`config.mk`:
```
export PLATFORM = sky130hd
export DESIGN_NAME = mfr_fault_ctrl
export DESIGN_NICKNAME = d
export VERILOG_FILES = /design/src/mfr_pkg.sv /design/src/mfr_deglitch.sv /design/src/mfr_fault_ctrl.sv
export VERILOG_INCLUDE_DIRS = /design/src
export SDC_FILE = /design/constraint.sdc
export NUM_CORES = 1
export LEC_CHECK = 0
export ABC_CLOCK_PERIOD_IN_PS = 18800
export BUFFER_PORTS_ARGS = -buffer_cell sky130_fd_sc_hd__buf_2
export CAP_MARGIN = 20
export CORE_AREA = 2 2 193 195
export CTS_CLUSTER_SIZE = 14
export DETAILED_ROUTE_END_ITERATION = 10
export DIE_AREA = 0 0 195 197
export GPL_TIMING_DRIVEN = 1
export HOLD_SLACK_MARGIN = 0.15
export PLACE_DENSITY = 0.54
export SYNTH_ARGS = -nofsm -noshare
export SYNTH_HDL_FRONTEND = slang
export SYNTH_SLANG_ARGS = --single-unit
```
`constraint.sdc`:
```
create_clock -name sys_clk -period 18.8 [get_ports sys_clk]
set_input_delay 1.88 -clock sys_clk [delete_from_list [all_inputs] [get_ports sys_clk]]
set_output_delay 1.88 -clock sys_clk [all_outputs]
set_load 0.01 [all_outputs]
```
`src/mfr_map.svh`:
```
// Register offsets, reset values, field positions, level tables and timing for the fault response block.
// Assumes a 50 MHz system clock and byte offsets as the host sees them on the register port.
`ifndef MFR_MAP_SVH
`define MFR_MAP_SVH

// Register offsets
`define MFR_OFS_FAULT_SETUP_TWO 8'h92
`define MFR_OFS_PIN_SETUP 8'ha4
`define MFR_OFS_DEVICE_SETUP_ONE 8'ha6
`define MFR_OFS_DEVICE_SETUP_TWO 8'ha8
`define MFR_OFS_PERIPHERAL_SETUP_ONE 8'haa
`define MFR_OFS_GATE_DRIVE_SETUP_ONE 8'hac
`define MFR_OFS_GATE_DRIVE_SETUP_TWO 8'hae
`define MFR_NUM_REGS 7

// Reset values
`define MFR_RST_FAULT_SETUP_TWO 32'h00000000
`define MFR_RST_PIN_SETUP 32'h00000000
`define MFR_RST_DEVICE_SETUP_ONE 32'h00000000
`define MFR_RST_DEVICE_SETUP_TWO 32'h00000000
`define MFR_RST_PERIPHERAL_SETUP_ONE 32'h40000000
`define MFR_RST_GATE_DRIVE_SETUP_ONE 32'h10228100
`define MFR_RST_GATE_DRIVE_SETUP_TWO 32'h01200000

// Field positions inside fault_setup_two
`define MFR_NO_MOTOR_THR_RANGE 21:19
`define MFR_LOCK_ACTION_RANGE 18:15
`define MFR_LOCK_FILTER_RANGE 14:12
`define MFR_FLOOR_RANGE 10:8
`define MFR_UV_RECOVERY_BIT 7
`define MFR_CEILING_RANGE 6:4
`define MFR_OV_RECOVERY_BIT 3
`define MFR_RETRY_LIMIT_RANGE 2:0

// Lock action codes
`define MFR_ACTION_AUTO_BIT 2
`define MFR_ACTION_REPORT 4'h8
`define MFR_ACTION_LAST_ACTIVE 4'h7

// Level tables, entry 0 in the low bits; supply in 0.1 V, current in 1/64 A
`define MFR_TAB_VOLT_W 9
`define MFR_TAB_CUR_W 6
`define MFR_TAB_RETRY_W 5
`define MFR_FLOOR_TABLE {9'h07d, 9'h064, 9'h04b, 9'h03c, 9'h037, 9'h032, 9'h02d, 9'h000}
`define MFR_CEILING_TABLE {9'h15e, 9'h145, 9'h12c, 9'h113, 9'h0fa, 9'h0e1, 9'h0c8, 9'h000}
`define MFR_CURRENT_TABLE {6'h28, 6'h1e, 6'h14, 6'h0a, 6'h05, 6'h04, 6'h03, 6'h02}
`define MFR_RETRY_TABLE {5'h14, 5'h0f, 5'h0a, 5'h07, 5'h05, 5'h03, 5'h02, 5'h00}
`define MFR_NO_LIMIT 3'h0

// Timing
`define MFR_CLK_PERIOD_NS 20
`define MFR_FILTER_UNIT_NS 1000
`define MFR_FILTER_UNIT_CYCLES (`MFR_FILTER_UNIT_NS / `MFR_CLK_PERIOD_NS)
`define MFR_FILTER_CNT_W 9
`define MFR_LOCK_RETRY_MS 100
`define MFR_LOCK_RETRY_CYCLES (`MFR_LOCK_RETRY_MS * 1000000 / `MFR_CLK_PERIOD_NS)

`endif

```
`src/mfr_pkg.sv`:
```
// Types shared by the fault response block: decoded configuration, gate actions, lock states.
// Field positions and values live in mfr_map.svh.
package mfr_pkg;

   // Protective gate driver states, in action code order
   typedef enum logic [1:0] {
      MFR_GATE_TRISTATE,
      MFR_GATE_RECIRC,
      MFR_GATE_HS_BRAKE,
      MFR_GATE_LS_BRAKE
   } mfr_gate_t;

   // Lock response states
   typedef enum logic [1:0] {
      MFR_LK_IDLE,
      MFR_LK_RETRY,
      MFR_LK_LATCHED
   } mfr_lock_state_t;

   // Fields of the fault configuration register
   typedef struct packed {
      logic [2:0] no_motor_current_threshold;
      logic [3:0] current_limit_lock_action;
      logic [2:0] current_limit_lock_filter_time;
      logic [2:0] supply_floor_level;
      logic undervoltage_recovery_select;
      logic [2:0] supply_ceiling_level;
      logic overvoltage_recovery_select;
      logic [2:0] retry_attempt_limit;
   } mfr_cfg_t;

   // Fault status seen by the rest of the device
   typedef struct packed {
      logic lock_fault;
      logic lock_reported;
      logic undervoltage;
      logic overvoltage;
   } mfr_status_t;

endpackage : mfr_pkg

```
`src/mfr_deglitch.sv`:
```
// Deglitch filter: the output follows the input once it has held a new level for len_cycles.
// Input must already be synchronous to sys_clk; len_cycles of zero passes the input with one flop.
`timescale 1ns/1ps
`default_nettype none
`include "mfr_map.svh"
module mfr_deglitch import mfr_pkg::*; (
   input wire logic sys_clk,
   input wire logic rst,
   input wire logic level_in,
   input wire logic [`MFR_FILTER_CNT_W-1:0] len_cycles,
   output logic level_out
);
   logic [`MFR_FILTER_CNT_W-1:0] cnt_reg;
   logic out_reg;
   wire differs = level_in != out_reg;
   wire [`MFR_FILTER_CNT_W-1:0] cnt_inc = cnt_reg + `MFR_FILTER_CNT_W'h1;
   wire settled = (len_cycles == '0) || (cnt_inc >= len_cycles);

   // Count cycles of disagreement, adopt the new level when it has held long enough
   always_ff @(posedge sys_clk or posedge rst) begin
      if (rst) begin
         cnt_reg <= '0;
         out_reg <= 1'b0;
      end else if (!differs) begin
         cnt_reg <= '0;
      end else if (settled) begin
         cnt_reg <= '0;
         out_reg <= level_in;
      end else begin
         cnt_reg <= cnt_inc;
      end
   end

   assign level_out = out_reg;
endmodule : mfr_deglitch
`default_nettype wire

```
`src/mfr_fault_ctrl.sv`:
```
// Fault response block: configuration registers, current-limit lock response with retries,
// supply floor and ceiling faults, and the no-motor current threshold.
// Assumes a 50 MHz sys_clk, a host register port on the same clock, and an asynchronous lock pin.
//
// Behaviour
// - Threshold code selects one of eight currents
// - Codes 0-3 latch fault, pin, driver state
// - Codes 4-7 auto-clear, retries then latch, except retry code 0 retries without limit
// - Code 8 reports lock only, no action
// - Codes 9-F disable lock detection
// - Lock condition filtered 0 to 7 us
// - Floor code sets minimum running supply
// - Undervoltage latches or clears when in bounds
// - Ceiling code sets maximum running supply
// - Overvoltage latches or clears when in bounds
// - Retry code maps to unlimited or 2-20
// - Fault register at 92h, resets zero
`timescale 1ns/1ps
`default_nettype none
`include "mfr_map.svh"
module mfr_fault_ctrl import mfr_pkg::*; #(
   parameter int LOCK_RETRY_CYCLES = `MFR_LOCK_RETRY_CYCLES
) (
   input wire logic sys_clk,
   input wire logic rst,
   input wire logic reg_wr,
   input wire logic [7:0] reg_addr,
   input wire logic [31:0] reg_wdata,
   output logic [31:0] reg_rdata,
   input wire logic ilimit_lock_pin,
   input wire logic [`MFR_TAB_VOLT_W-1:0] supply_level,
   input wire logic [`MFR_TAB_CUR_W-1:0] phase_current,
   input wire logic fault_clear,
   output logic fault_output_pin_n,
   output logic gate_override,
   output mfr_gate_t gate_action,
   output mfr_status_t fault_status,
   output logic motor_run_ok,
   output logic [`MFR_TAB_CUR_W-1:0] no_motor_threshold,
   output logic no_motor_below
);
   localparam logic [7:0] OFS_TAB [`MFR_NUM_REGS] = '{`MFR_OFS_FAULT_SETUP_TWO, `MFR_OFS_PIN_SETUP,
      `MFR_OFS_DEVICE_SETUP_ONE, `MFR_OFS_DEVICE_SETUP_TWO, `MFR_OFS_PERIPHERAL_SETUP_ONE,
      `MFR_OFS_GATE_DRIVE_SETUP_ONE, `MFR_OFS_GATE_DRIVE_SETUP_TWO};
   localparam logic [31:0] RST_TAB [`MFR_NUM_REGS] = '{`MFR_RST_FAULT_SETUP_TWO, `MFR_RST_PIN_SETUP,
      `MFR_RST_DEVICE_SETUP_ONE, `MFR_RST_DEVICE_SETUP_TWO, `MFR_RST_PERIPHERAL_SETUP_ONE,
      `MFR_RST_GATE_DRIVE_SETUP_ONE, `MFR_RST_GATE_DRIVE_SETUP_TWO};
   localparam logic [31:0] RETRY_LAST = 32'(LOCK_RETRY_CYCLES - 1);

   logic [31:0] regs_reg [`MFR_NUM_REGS];
   logic [`MFR_NUM_REGS-1:0] hit;
   logic [31:0] rd_terms [`MFR_NUM_REGS];
   logic [31:0] rd_next;
   logic [31:0] rdata_reg;

   // One storage word per register; writes to unlisted offsets match nothing
   genvar gi;
   generate
      for (gi = 0; gi < `MFR_NUM_REGS; gi++) begin : g_reg
         assign hit[gi] = reg_addr == OFS_TAB[gi];
         assign rd_terms[gi] = hit[gi] ? regs_reg[gi] : 32'h00000000;
         always_ff @(posedge sys_clk or posedge rst) begin
            if (rst) begin
               regs_reg[gi] <= RST_TAB[gi];
            end else if (reg_wr && hit[gi]) begin
               regs_reg[gi] <= reg_wdata;
            end
         end
      end
   endgenerate

   // Read mux: unlisted offsets read zero
   always_comb begin
      rd_next = 32'h00000000;
      for (int i = 0; i < `MFR_NUM_REGS; i++) begin
         rd_next = rd_next | rd_terms[i];
      end
   end

   // Read data is held in a flop, one cycle after the address
   always_ff @(posedge sys_clk or posedge rst) begin
      if (rst) begin
         rdata_reg <= 32'h00000000;
      end else begin
         rdata_reg <= rd_next;
      end
   end
   assign reg_rdata = rdata_reg;

   // Field decode of the fault configuration register
   mfr_cfg_t cfg;
   wire [31:0] fcfg = regs_reg[0];
   assign cfg.no_motor_current_threshold = fcfg[`MFR_NO_MOTOR_THR_RANGE];
   assign cfg.current_limit_lock_action = fcfg[`MFR_LOCK_ACTION_RANGE];
   assign cfg.current_limit_lock_filter_time = fcfg[`MFR_LOCK_FILTER_RANGE];
   assign cfg.supply_floor_level = fcfg[`MFR_FLOOR_RANGE];
   assign cfg.undervoltage_recovery_select = fcfg[`MFR_UV_RECOVERY_BIT];
   assign cfg.supply_ceiling_level = fcfg[`MFR_CEILING_RANGE];
   assign cfg.overvoltage_recovery_select = fcfg[`MFR_OV_RECOVERY_BIT];
   assign cfg.retry_attempt_limit = fcfg[`MFR_RETRY_LIMIT_RANGE];

   // Table lookups
   wire [8*`MFR_TAB_VOLT_W-1:0] floor_tab = `MFR_FLOOR_TABLE;
   wire [8*`MFR_TAB_VOLT_W-1:0] ceil_tab = `MFR_CEILING_TABLE;
   wire [8*`MFR_TAB_CUR_W-1:0] cur_tab = `MFR_CURRENT_TABLE;
   wire [8*`MFR_TAB_RETRY_W-1:0] retry_tab = `MFR_RETRY_TABLE;
   wire [`MFR_TAB_VOLT_W-1:0] floor_lvl = floor_tab[cfg.supply_floor_level*`MFR_TAB_VOLT_W +: `MFR_TAB_VOLT_W];
   wire [`MFR_TAB_VOLT_W-1:0] ceil_lvl = ceil_tab[cfg.supply_ceiling_level*`MFR_TAB_VOLT_W +: `MFR_TAB_VOLT_W];
   wire [`MFR_TAB_RETRY_W-1:0] retry_limit =
      retry_tab[cfg.retry_attempt_limit*`MFR_TAB_RETRY_W +: `MFR_TAB_RETRY_W];

   // No-motor threshold and comparison against the measured phase current
   assign no_motor_threshold =
      cur_tab[cfg.no_motor_current_threshold*`MFR_TAB_CUR_W +: `MFR_TAB_CUR_W];
   assign no_motor_below = phase_current < no_motor_threshold;

   // Two-flop synchroniser on the lock comparator pin
   logic lock_meta_reg;
   logic lock_sync_reg;
   always_ff @(posedge sys_clk or posedge rst) begin
      if (rst) begin
         lock_meta_reg <= 1'b0;
         lock_sync_reg <= 1'b0;
      end else begin
         lock_meta_reg <= ilimit_lock_pin;
         lock_sync_reg <= lock_meta_reg;
      end
   end

   // Filter length in cycles: code times one microsecond
   wire [`MFR_FILTER_CNT_W-1:0] filter_len =
      `MFR_FILTER_CNT_W'(cfg.current_limit_lock_filter_time * `MFR_FILTER_UNIT_CYCLES);
   logic lock_filtered;
   mfr_deglitch u_deglitch (
      .sys_clk(sys_clk),
      .rst(rst),
      .level_in(lock_sync_reg),
      .len_cycles(filter_len),
      .level_out(lock_filtered)
   );

   // Lock response state, declared ahead of the decode that reads the retry count
   mfr_lock_state_t state_reg;
   mfr_lock_state_t state_next;
   logic [31:0] timer_reg;
   logic [`MFR_TAB_RETRY_W-1:0] retry_cnt_reg;
   mfr_gate_t action_reg;
   logic report_reg;

   // Action decode
   wire act_mode = cfg.current_limit_lock_action <= `MFR_ACTION_LAST_ACTIVE;
   wire report_mode = cfg.current_limit_lock_action == `MFR_ACTION_REPORT;
   wire auto_mode = cfg.current_limit_lock_action[`MFR_ACTION_AUTO_BIT];
   wire lock_seen = lock_filtered && act_mode;
   wire [`MFR_TAB_RETRY_W-1:0] retry_inc = retry_cnt_reg + `MFR_TAB_RETRY_W'h1;
   wire retry_full = (cfg.retry_attempt_limit != `MFR_NO_LIMIT) && (retry_cnt_reg >= retry_limit);

   // Next state of the lock response
   always_comb begin
      state_next = state_reg;
      case (state_reg)
         MFR_LK_IDLE: begin
            if (lock_seen) begin
               state_next = (auto_mode && !retry_full) ? MFR_LK_RETRY : MFR_LK_LATCHED;
            end
         end
         MFR_LK_RETRY: begin
            if (timer_reg >= RETRY_LAST) begin
               state_next = MFR_LK_IDLE;
            end
         end
         MFR_LK_LATCHED: begin
            if (fault_clear) begin
               state_next = MFR_LK_IDLE;
            end
         end
         default: state_next = MFR_LK_IDLE;
      endcase
   end

   // Lock state, retry timer, retry count and captured driver action
   always_ff @(posedge sys_clk or posedge rst) begin
      if (rst) begin
         state_reg <= MFR_LK_IDLE;
         timer_reg <= 32'h00000000;
         retry_cnt_reg <= '0;
         action_reg <= MFR_GATE_TRISTATE;
      end else begin
         state_reg <= state_next;
         timer_reg <= (state_reg == MFR_LK_RETRY) ? timer_reg + 32'h00000001 : 32'h00000000;
         if (state_reg == MFR_LK_IDLE && lock_seen) begin
            action_reg <= mfr_gate_t'(cfg.current_limit_lock_action[1:0]);
         end
         if (state_reg == MFR_LK_RETRY && state_next == MFR_LK_IDLE) begin
            retry_cnt_reg <= (retry_inc == '0) ? retry_cnt_reg : retry_inc;
         end else if (fault_clear && state_reg != MFR_LK_RETRY) begin
            retry_cnt_reg <= '0;
         end
      end
   end

   // Report-only flag: sticky, the set wins over a clear in the same cycle
   always_ff @(posedge sys_clk or posedge rst) begin
      if (rst) begin
         report_reg <= 1'b0;
      end else if (lock_filtered && report_mode) begin
         report_reg <= 1'b1;
      end else if (fault_clear) begin
         report_reg <= 1'b0;
      end
   end

   // Supply bounds; code zero means no limit
   wire under = (cfg.supply_floor_level != `MFR_NO_LIMIT) && (supply_level < floor_lvl);
   wire over = (cfg.supply_ceiling_level != `MFR_NO_LIMIT) && (supply_level > ceil_lvl);
   logic uv_reg;
   logic ov_reg;

   // Supply faults: set wins; clear by itself or by fault_clear once back in bounds
   always_ff @(posedge sys_clk or posedge rst) begin
      if (rst) begin
         uv_reg <= 1'b0;
         ov_reg <= 1'b0;
      end else begin
         if (under) begin
            uv_reg <= 1'b1;
         end else if (cfg.undervoltage_recovery_select || fault_clear) begin
            uv_reg <= 1'b0;
         end
         if (over) begin
            ov_reg <= 1'b1;
         end else if (cfg.overvoltage_recovery_select || fault_clear) begin
            ov_reg <= 1'b0;
         end
      end
   end

   // Outputs
   wire lock_fault = state_reg != MFR_LK_IDLE;
   assign gate_override = lock_fault;
   assign gate_action = action_reg;
   assign fault_output_pin_n = !(lock_fault || uv_reg || ov_reg);
   assign motor_run_ok = !(lock_fault || uv_reg || ov_reg);
   assign fault_status.lock_fault = lock_fault;
   assign fault_status.lock_reported = report_reg;
   assign fault_status.undervoltage = uv_reg;
   assign fault_status.overvoltage = ov_reg;
endmodule : mfr_fault_ctrl
`default_nettype wire

```
-- After elaboration in Yosys (flattened, before gate mapping)
Index checks and enable logic that the tools add are counted.
- flip-flop bits (word level): 312
- bits of input ports: 60
- logic and storage cells: 118
- add/subtract/negate cells: 3
- multipliers: 5
- magnitude comparators: 7
- equality and inequality tests: 13
- shift operators: 4
- mux-type cells: 24
- bitwise gates (word level): 6
- reductions and logical operators: 37
- operator list (operator ; count):
    $mux W32 ; 8
    $or A32 B32 Y32 ; 6
    $shiftx A72 B8 Y9 const A ; 2
    $eq A8 B8 Y1 const B ; 7
    $shiftx A48 B7 Y6 const A ; 1
    $shiftx A40 B7 Y5 const A ; 1
    $add A32 B1 Y32 const B ; 1
    $ge A32 B23 Y1 const B ; 1
    $mux W9 ; 2
    $logic_and A1 B1 Y1 ; 16
    $mux W5 ; 3
    $mul A3 B4 Y7 const B ; 2
    $reduce_bool A2 Y1 ; 5
    $add A9 B1 Y9 const B ; 1
    $ge A9 B9 Y1 ; 1
    $gt A9 B9 Y1 ; 1
    $logic_not A9 Y1 ; 1
    $lt A9 B9 Y1 ; 1
    $reduce_bool A3 Y1 ; 3
    $mul A3 B5 Y8 const B ; 1
    $mux W2 ; 4
    $lt A6 B6 Y1 ; 1
    $mul A3 B3 Y6 const B ; 1
    $mux W1 ; 6
    16 further kinds ; 23

-- Logic depth before layout (Yosys ltp)
Gate-level depths: netlist of run 1.
- word-level depth: 13
- gate-level depth with buffers: 12
- mapped depth without buffers: 12

-- Cells and area by module
Synthesis of run 1 repeated with hierarchy kept, for this count alone.
- cells, all modules: 1128
- area total of the unflattened synthesis: 14343.8 µm²
- modules (own cells, without submodules) (module ; instances ; cells an instance ; area an instance (µm²) ; sequential area each (µm²)):
    mfr_fault_ctrl ; 1 ; 1050 ; 13526.7 ; 7567.3
    mfr_deglitch ; 1 ; 78 ; 817.0 ; 250.2

-- Least setup slack after synthesis of run 1
OpenSTA, ideal clock, no wires.
- kind: input to output
- start: input phase_current[0]
- end: output no_motor_below
- arrival time: 3130 ps
- path slack: 13790 ps
- stages on the path: 6
- cell sequence: or3b_2 -> a21o_1 -> a21o_1 -> a21oi_1 -> nor2_1 -> a211oi_1
- cells in the longest elaborated chain, start to end: 1
- ends and longest elaborated chain (element ; line ; source):
    from (decl) ; mfr_fault_ctrl.sv:32 ; input wire logic [`MFR_TAB_CUR_W-1:0] phase_current,
    $lt A6 B6 Y1 ; mfr_fault_ctrl.sv:115 ; assign no_motor_below = phase_current < no_motor_threshold;
    to (decl) ; mfr_fault_ctrl.sv:40 ; output logic no_motor_below
Every way passes these cells.

-- Final worst setup path of run 1
Same ends and word-level chain as after synthesis.

==> key figures, run 1 <==
Status
  – Outcome: finished, final reports clean

STA
  – Period utilization: between 20% and 30%
  – Max-slew violation count: 0
  – Final setup vio count: 0
  – RSZ-0062 raised after global routing: no
  – Final Hold Violating Endpoints: 0
  – Setup Total Neg Slack: 0 ns
  – Fin Clk Skew: around 0.016 ns
  – Hold WS: between 0.3 and 0.4 ns
  – Max Fclk: roughly 200 MHz
  – Post-route minimum period: 5.14 ns
  – Relative slew margins: between 20 and 30%
  – Actual slew at the worst max-slew pin: ~1.0 ns

Global routing
  – Vias in the first global route: 9919
  – Largest net degree at the start of global routing: roughly 180
  – GRT Total Usage: between 10% and 20%
  – GRT Residual Overflow: 0
  – First-pass GRT wire length: roughly 56000 um
  – Antenna violations before repair: 3

Power
  – Peak supply drop: around 0.055 mV
  – LEAKAGE: a little over 8 nW
  – Pwr dens: around 91 nW/um2

Clocking
  – H-tree depth: 2
  – Cts hold-fix bufs: 0
  – Clk_lat worst skew: 0.52 ns
  – TritonCTS buffer count: 35
  – Clk buf depth: 3
  – Setup bufs post-CTS: 0
  – TritonCTS clock tree: built
  – CTS root buf: clkbuf_16
  – Reg clk slew, reported paths: around 0.06 ns
  – Clock sink total: 312
  – CTS resizes: 0

Die
  – Initial Utilization: 39.7%
  – Cell Rows: 70
  – Die Wd: a little under 200 um
  – Die ar.: approximately 38000 um2
  – CORE AREA: approximately 36000 um2
  – Die H: slightly below 200 um
  – Ports: about 110

Synth
  – Mapped Nets: approximately 1300
  – Post-synthesis register bit count: approximately 310
  – Dominant synthesized flop cell: dfrtp_1
  – Post-synth EDFFs: 0
  – Yosys warns: 0
  – Cell area after synthesis: 14400 um2
  – Synth Area per Inst: 12.4 um2
  – Asr flop ratio synth: 100%
  – Seq/Total Area, Yosys: between 50% and 60%
  – Count of unique library cells instantiated by Yosys: between 50 and 60
  – Mapped Cells: 1158

Layout
  – Largest register FFs: roughly 190
  – Synth-to-Final Area Change: 15.4%
  – # nets final: ~1400
  – Proportion of layout cells with a drive suffix above 1: about 34%

Route
  – Final wirelength: roughly 34000 um
  – DR WL/cell: between 15 and 20 um
  – Initial DRT Pass Iterations: 5
  – Metal-1 WL: 17000 um
  – Final ANT Viol Nets: 0
  – Met3 Routed Length: roughly 1400 um
  – DR DRC count: 0
  – Uppermost layer routed: met5
  – Routed vias: 9491
  – Starting DRC count in detailed routing: 577
  – WL met2: 15300 um
  – Vias per cell: approximately 5.4

Hold path
  – Hold Path Class: register to register

Setup path
  – CP Capture Type: output port
  – Worst Path Required: 16.92 ns
  – Critical Path AT: between 3 and 4 ns
  – Critical Path Source Type: input pin
  – Kind of critical path: input pin to output port
  – CP bufs+invs: 2
  – Crit path max-delay family: compound AO/OA/AOI/OAI gates
  – Crit-path max FO: 1
  – CP cell instances: buf_2, or3b_2, a21o_1, a21o_1, a21oi_1, nor2_1, a211oi_1, buf_2
  – Slowest cell on the critical path: or3b_2
  – Worst stage delay on the critical path: 0.42 ns

Placement
  – Final GP Congestion: around 0.8
  – PortBufs: 107
  – Placed wire-length estimate: about 20000 um

Flow run
  – # Max-Cap Violations: 0
## area by class of cell
class,instances,area (um2)
Clock inverter,11,130
Tap cell,468,586
Multi-Input combinational cell,752,6190
Fill cell,3393,19700
Clock buffer,52,1060
Timing Repair Buffer,123,668
Inverter,36,143
Antenna cell,2,5.00
Sequential cell,312,7820
## final timing paths
check                      cells past startpoint  slack [ns]                   end        startpoint
max reg2reg                                   11       15.88  u_deglitch.level_out          fcfg[13]
max in group asynchronous                      4       15.37          reg_rdata[6]               rst
max                                            8       13.66        no_motor_below  phase_current[0]
min                                            0        0.35         lock_sync_reg     lock_meta_reg
min reg2reg                                    0        0.35         lock_sync_reg     lock_meta_reg
min in group asynchronous                      2        1.43         reg_rdata[19]               rst
## cells in the final DEF, fill, tap and decap left out, types with 14 or more instances in the layout
cell and n:
a21oi_1 16, a222oi_1 32, a22oi_1 32, buf_2 107
buf_4 15, clkbuf_16 36, dfrtp_1 304, ha_1 55
inv_1 35, mux2_2 228, nand2_1 110, nand3_1 16
nand4_1 46, nor2_1 49, o21ai_0 21, xnor2_1 21
xor2_1 14
## through the flow
step	cell area [um2]	utilization [%]	worst slack (ns)	cells	total power, mW
after floorplan	14400	-	8.30	1158	0.793
after global placement	15400	42.5	13.63	1691	0.827
after detailed placement	15400	42.5	13.65	1691	0.830
after CTS	16600	45.8	13.64	1754	1.53
after global routing	16600	45.8	13.53	1755	1.57
final	16600	45.8	13.66	1756	1.51
## cell usage after synthesis (3+ instances only)
| library cell | n | area [um2] |
|---|---|---|
| mux2_2 | 228 | 2570 |
| buf_1 | 15 | 56.3 |
| nor4_1 | 7 | 43.8 |
| a21oi_1 | 16 | 80.1 |
| nor2_1 | 50 | 188 |
| a222oi_1 | 32 | 320 |
| buf_4 | 5 | 37.5 |
| nor2b_1 | 6 | 37.5 |
| o21a_1 | 4 | 30.0 |
| inv_1 | 36 | 135 |
| xor2_1 | 14 | 123 |
| nand4_1 | 46 | 288 |
| buf_2 | 6 | 30.0 |
| and3_1 | 13 | 81.3 |
| a211o_1 | 3 | 26.3 |
| clkbuf_1 | 28 | 105 |
| a211oi_1 | 3 | 22.5 |
| mux2i_1 | 6 | 60.1 |
| nand2b_1 | 11 | 68.8 |
| o21ai_0 | 21 | 105 |
| nor4_2 | 3 | 37.5 |
| and2_1 | 4 | 25.0 |
| ha_1 | 55 | 688 |
| xnor2_1 | 21 | 184 |
| dfstp_2 | 8 | 210 |
| or3_1 | 5 | 31.3 |
| nand2_1 | 111 | 417 |
| a22oi_1 | 32 | 240 |
| a21o_1 | 9 | 67.6 |
| dfrtp_1 | 304 | 7610 |
| nor3_1 | 11 | 55.1 |
| nand3_1 | 16 | 80.1 |
## where the power goes
group          switching, mW  total (mW)  internal, mW  leakage [nW]
Sequential            0.0177       0.717         0.699          4.28
Clock                  0.277       0.698         0.421         0.587
Combinational         0.0567      0.0996        0.0429          3.28
Total                  0.351        1.51          1.16          8.14
## logic make-up after synthesis
group	count (synthesis)	share of synthesized area (%)
simple gates	299	10.5
flops	312	54.3
mux	234	18.3
fa+ha+maj	55	4.78
xor+xnor	35	2.13
compound gates	129	7.03
buf+inv	94	2.95
## layer usage
metal  GRT usage [%]  vias up
li1                -     4410
met1            27.0     4851
met2            28.4      182
met3            2.64       46
met4            4.61        2
met5               0        -
No activity file was read; power rests on OpenSTA's default activity.
==> run 2, diff against run 1 <==
--- a/config.mk
+++ b/config.mk
@@ -6,7 +6,7 @@
 export SDC_FILE = /design/constraint.sdc
 export NUM_CORES = 1
 export LEC_CHECK = 0
-export ABC_CLOCK_PERIOD_IN_PS = 18800
+export ABC_CLOCK_PERIOD_IN_PS = 5200
 export BUFFER_PORTS_ARGS = -buffer_cell sky130_fd_sc_hd__buf_2
 export CAP_MARGIN = 20
 export CORE_AREA = 2 2 193 195
==> constraint.sdc (replaced) <==
create_clock -name sys_clk -period 5.2 [get_ports sys_clk]
set_input_delay 0.52 -clock sys_clk [delete_from_list [all_inputs] [get_ports sys_clk]]
set_output_delay 0.52 -clock sys_clk [all_outputs]
set_load 0.01 [all_outputs]
==> run 2 against run 1 <==
Worst hold slack worse by 0.15 ns. Register-to-register slack got worse by 14 ns. Cell count is essentially flat. Clock skew is essentially flat. Count of clock-buffer cells in the layout is 2 higher. First-iteration DRC count grew 2.4%. Sequential cell count is the same. Power increased to 3.6 times the previous value. Design area about the same. Highest routed layer unchanged.
==> key figures, run 2 (same netlist as run 1, synthesis figures left out) <==
Layout
  – Multi-input combinational cell area: just over 6000 um2
  – Most common cell after layout, fill and taps aside: dfrtp_1
  – Proportion of layout cells with a drive suffix above 1: approximately a third
  – # nets final: ~1400
  – Area occupied by registers: between 7000 and 8000 um2
  – Commonest non-fill, non-tap cells in the layout: dfrtp_1 (304), mux2_2 (228), nand2_1 (109), buf_2 (107), ha_1 (55)
  – Largest register FFs: roughly 190
  – Layout fillers: approximately 3400
  – Fin util: a little under half
  – Synth-to-Final Area Change: 15.5%
  – Post-route non-filler standard cell count: 1755

Setup path
  – R2r startpoint: fcfg[13]
  – Crit-path max FO: 4
  – CP cell instances: inv_1, ha_1, nand2b_1, o21ai_0, inv_1, ha_1, a21o_1, a21oi_1, nor2_1, a211oi_1, buf_2
  – FF-to-FF path depth: 11
  – Worst Path Required: roughly 4.7 ns
  – Critical Path AT: about 2.7 ns
  – Slowest cell on the critical path: dfrtp_1
  – RR Endpoint: u_deglitch.level_out
  – Kind of critical path: register to output port
  – Worst stage delay on the critical path: between 0.4 and 0.5 ns
  – CP Capture Type: output port
  – Crit path max-delay family: compound AO/OA/AOI/OAI gates
  – CP bufs+invs: 3
  – R2R Setup Slk: approximately 2.3 ns
  – Critical Path Source Type: register

Clocking
  – Setup bufs post-CTS: 0
  – H-tree depth: 2
  – Cts hold-fix bufs: 1
  – Clock sink total: 312
  – TritonCTS clock tree: built
  – Reg clk slew, reported paths: 0.06 ns
  – TritonCTS buffer count: 36
  – CTS resizes: 0
  – Clk_lat worst skew: ~0.52 ns
  – CTS root buf: clkbuf_16
  – Clk buf depth: 3

Route
  – Vias per cell: 5.39
  – Starting DRC count in detailed routing: approximately 590
  – DR WL/cell: slightly below 20 um
  – Final ANT Viol Nets: 0
  – Initial DRT Pass Iterations: 5
  – DR DRC count: 0
  – Final wirelength: approximately 34000 um
  – Routed vias: about 9500

Global routing
  – GRT Residual Overflow: 0
  – Vias in the first global route: 9649
  – Antenna violations before repair: 3
  – Largest net degree at the start of global routing: 152
  – First-pass GRT wire length: approximately 55000 um
  – GRT Total Usage: approximately 18%

Placement
  – Placed wire-length estimate: between 20000 and 25000 um
  – PortBufs: about 110
  – Pre-CTS setup slack: 1.98 ns
  – Final GP Congestion: approximately 0.77
  – Placed insts: roughly 1700

Die
  – CORE AREA: ~36000 um2
  – Ports: roughly 110
  – Die H: 197 um
  – Die Wd: 195 um
  – Cell Rows: 70
  – Die ar.: between 30000 and 40000 um2
  – Initial Utilization: between 30% and 40%

STA
  – Actual slew at the worst max-slew pin: around 1.0 ns
  – Post-route minimum period: around 3.2 ns
  – Relative slew margins: 30.8%
  – Final Hold Violating Endpoints: 0
  – PnR worst setup slack: between 2 and 2.5 ns
  – Max-slew violation count: 0
  – Setup Total Neg Slack: 0 ns
  – Fin Clk Skew: 0.0168 ns
  – RSZ-0062 raised after global routing: no
  – Period utilization: about three fifths
  – Hold WS: between 0.15 and 0.2 ns
  – Max Fclk: about 320 MHz
  – Final setup vio count: 0

Power
  – Peak supply drop: 0.167 mV
  – LEAKAGE: 8.14 nW
  – Pwr dens: 330 nW/um2

Flow run
  – # Max-Cap Violations: 0

Hold path
  – Hold Path Class: input pin to asynchronous set/reset pin

Status
  – Outcome: finished, final reports clean
[run 2: stage by stage]
step	instance area [um2]	power (mW)
floorplan	14400	2.87
global placement	15400	2.99
detailed placement	15400	3.00
CTS	16600	5.56
global route	16600	5.72
finish	16600	5.48
[run 2: layout make-up]
class | instances | share of cell area, %
Inverter | 36 | 0.836
Tap cell | 468 | 3.53
Clock inverter | 6 | 0.738
Clock buffer | 54 | 6.37
Timing Repair Buffer | 125 | 4.13
Multi-Input combinational cell | 752 | 37.3
Sequential cell | 312 | 47.1
Antenna cell | 2 | 0.0301
[run 2: worst register-to-register path, stage by stage, from the launching register on]
cell and delay, ns:
dfrtp_1 0.47, inv_1 0.14, ha_1 0.29, inv_1 0.04, ha_1 0.20, xnor2_1 0.18
ha_1 0.28, a21o_1 0.18, a21oi_1 0.13, nand2_1 0.06, a21oi_1 0.46, mux2_2 0.40
[run 2: how the worst max path moves through the flow]
stage                start             end  slack (ns)  depth (start not counted)
3_3_place_gp   reg_addr[0]   regs_reg[137]        2.03                          7
5_1_grt           fcfg[20]  no_motor_below        1.74                         11
3_5_place_dp   reg_addr[0]   regs_reg[157]        1.98                          7
4_1_cts           fcfg[20]  no_motor_below        1.97                         11
2_1_floorplan          rst         fcfg[0]        0.53                          1
6_report          fcfg[20]  no_motor_below        2.03                         11
[run 2: layer usage]
metal	global-route usage [%]	share of wire [%]	wire length, um
met1	26.4	49	16600
met3	3.15	4.4	1500
met2	28.3	45	15200
met4	4.04	1.6	533
met5	0	0.068	23
[run 2: power by group]
| group | switching, mW | internal (mW) | total [mW] |
|---|---|---|---|
| registers | 0.0648 | 2.53 | 2.59 |
| logic | 0.203 | 0.157 | 0.360 |
| clock network | 0.978 | 1.55 | 2.53 |
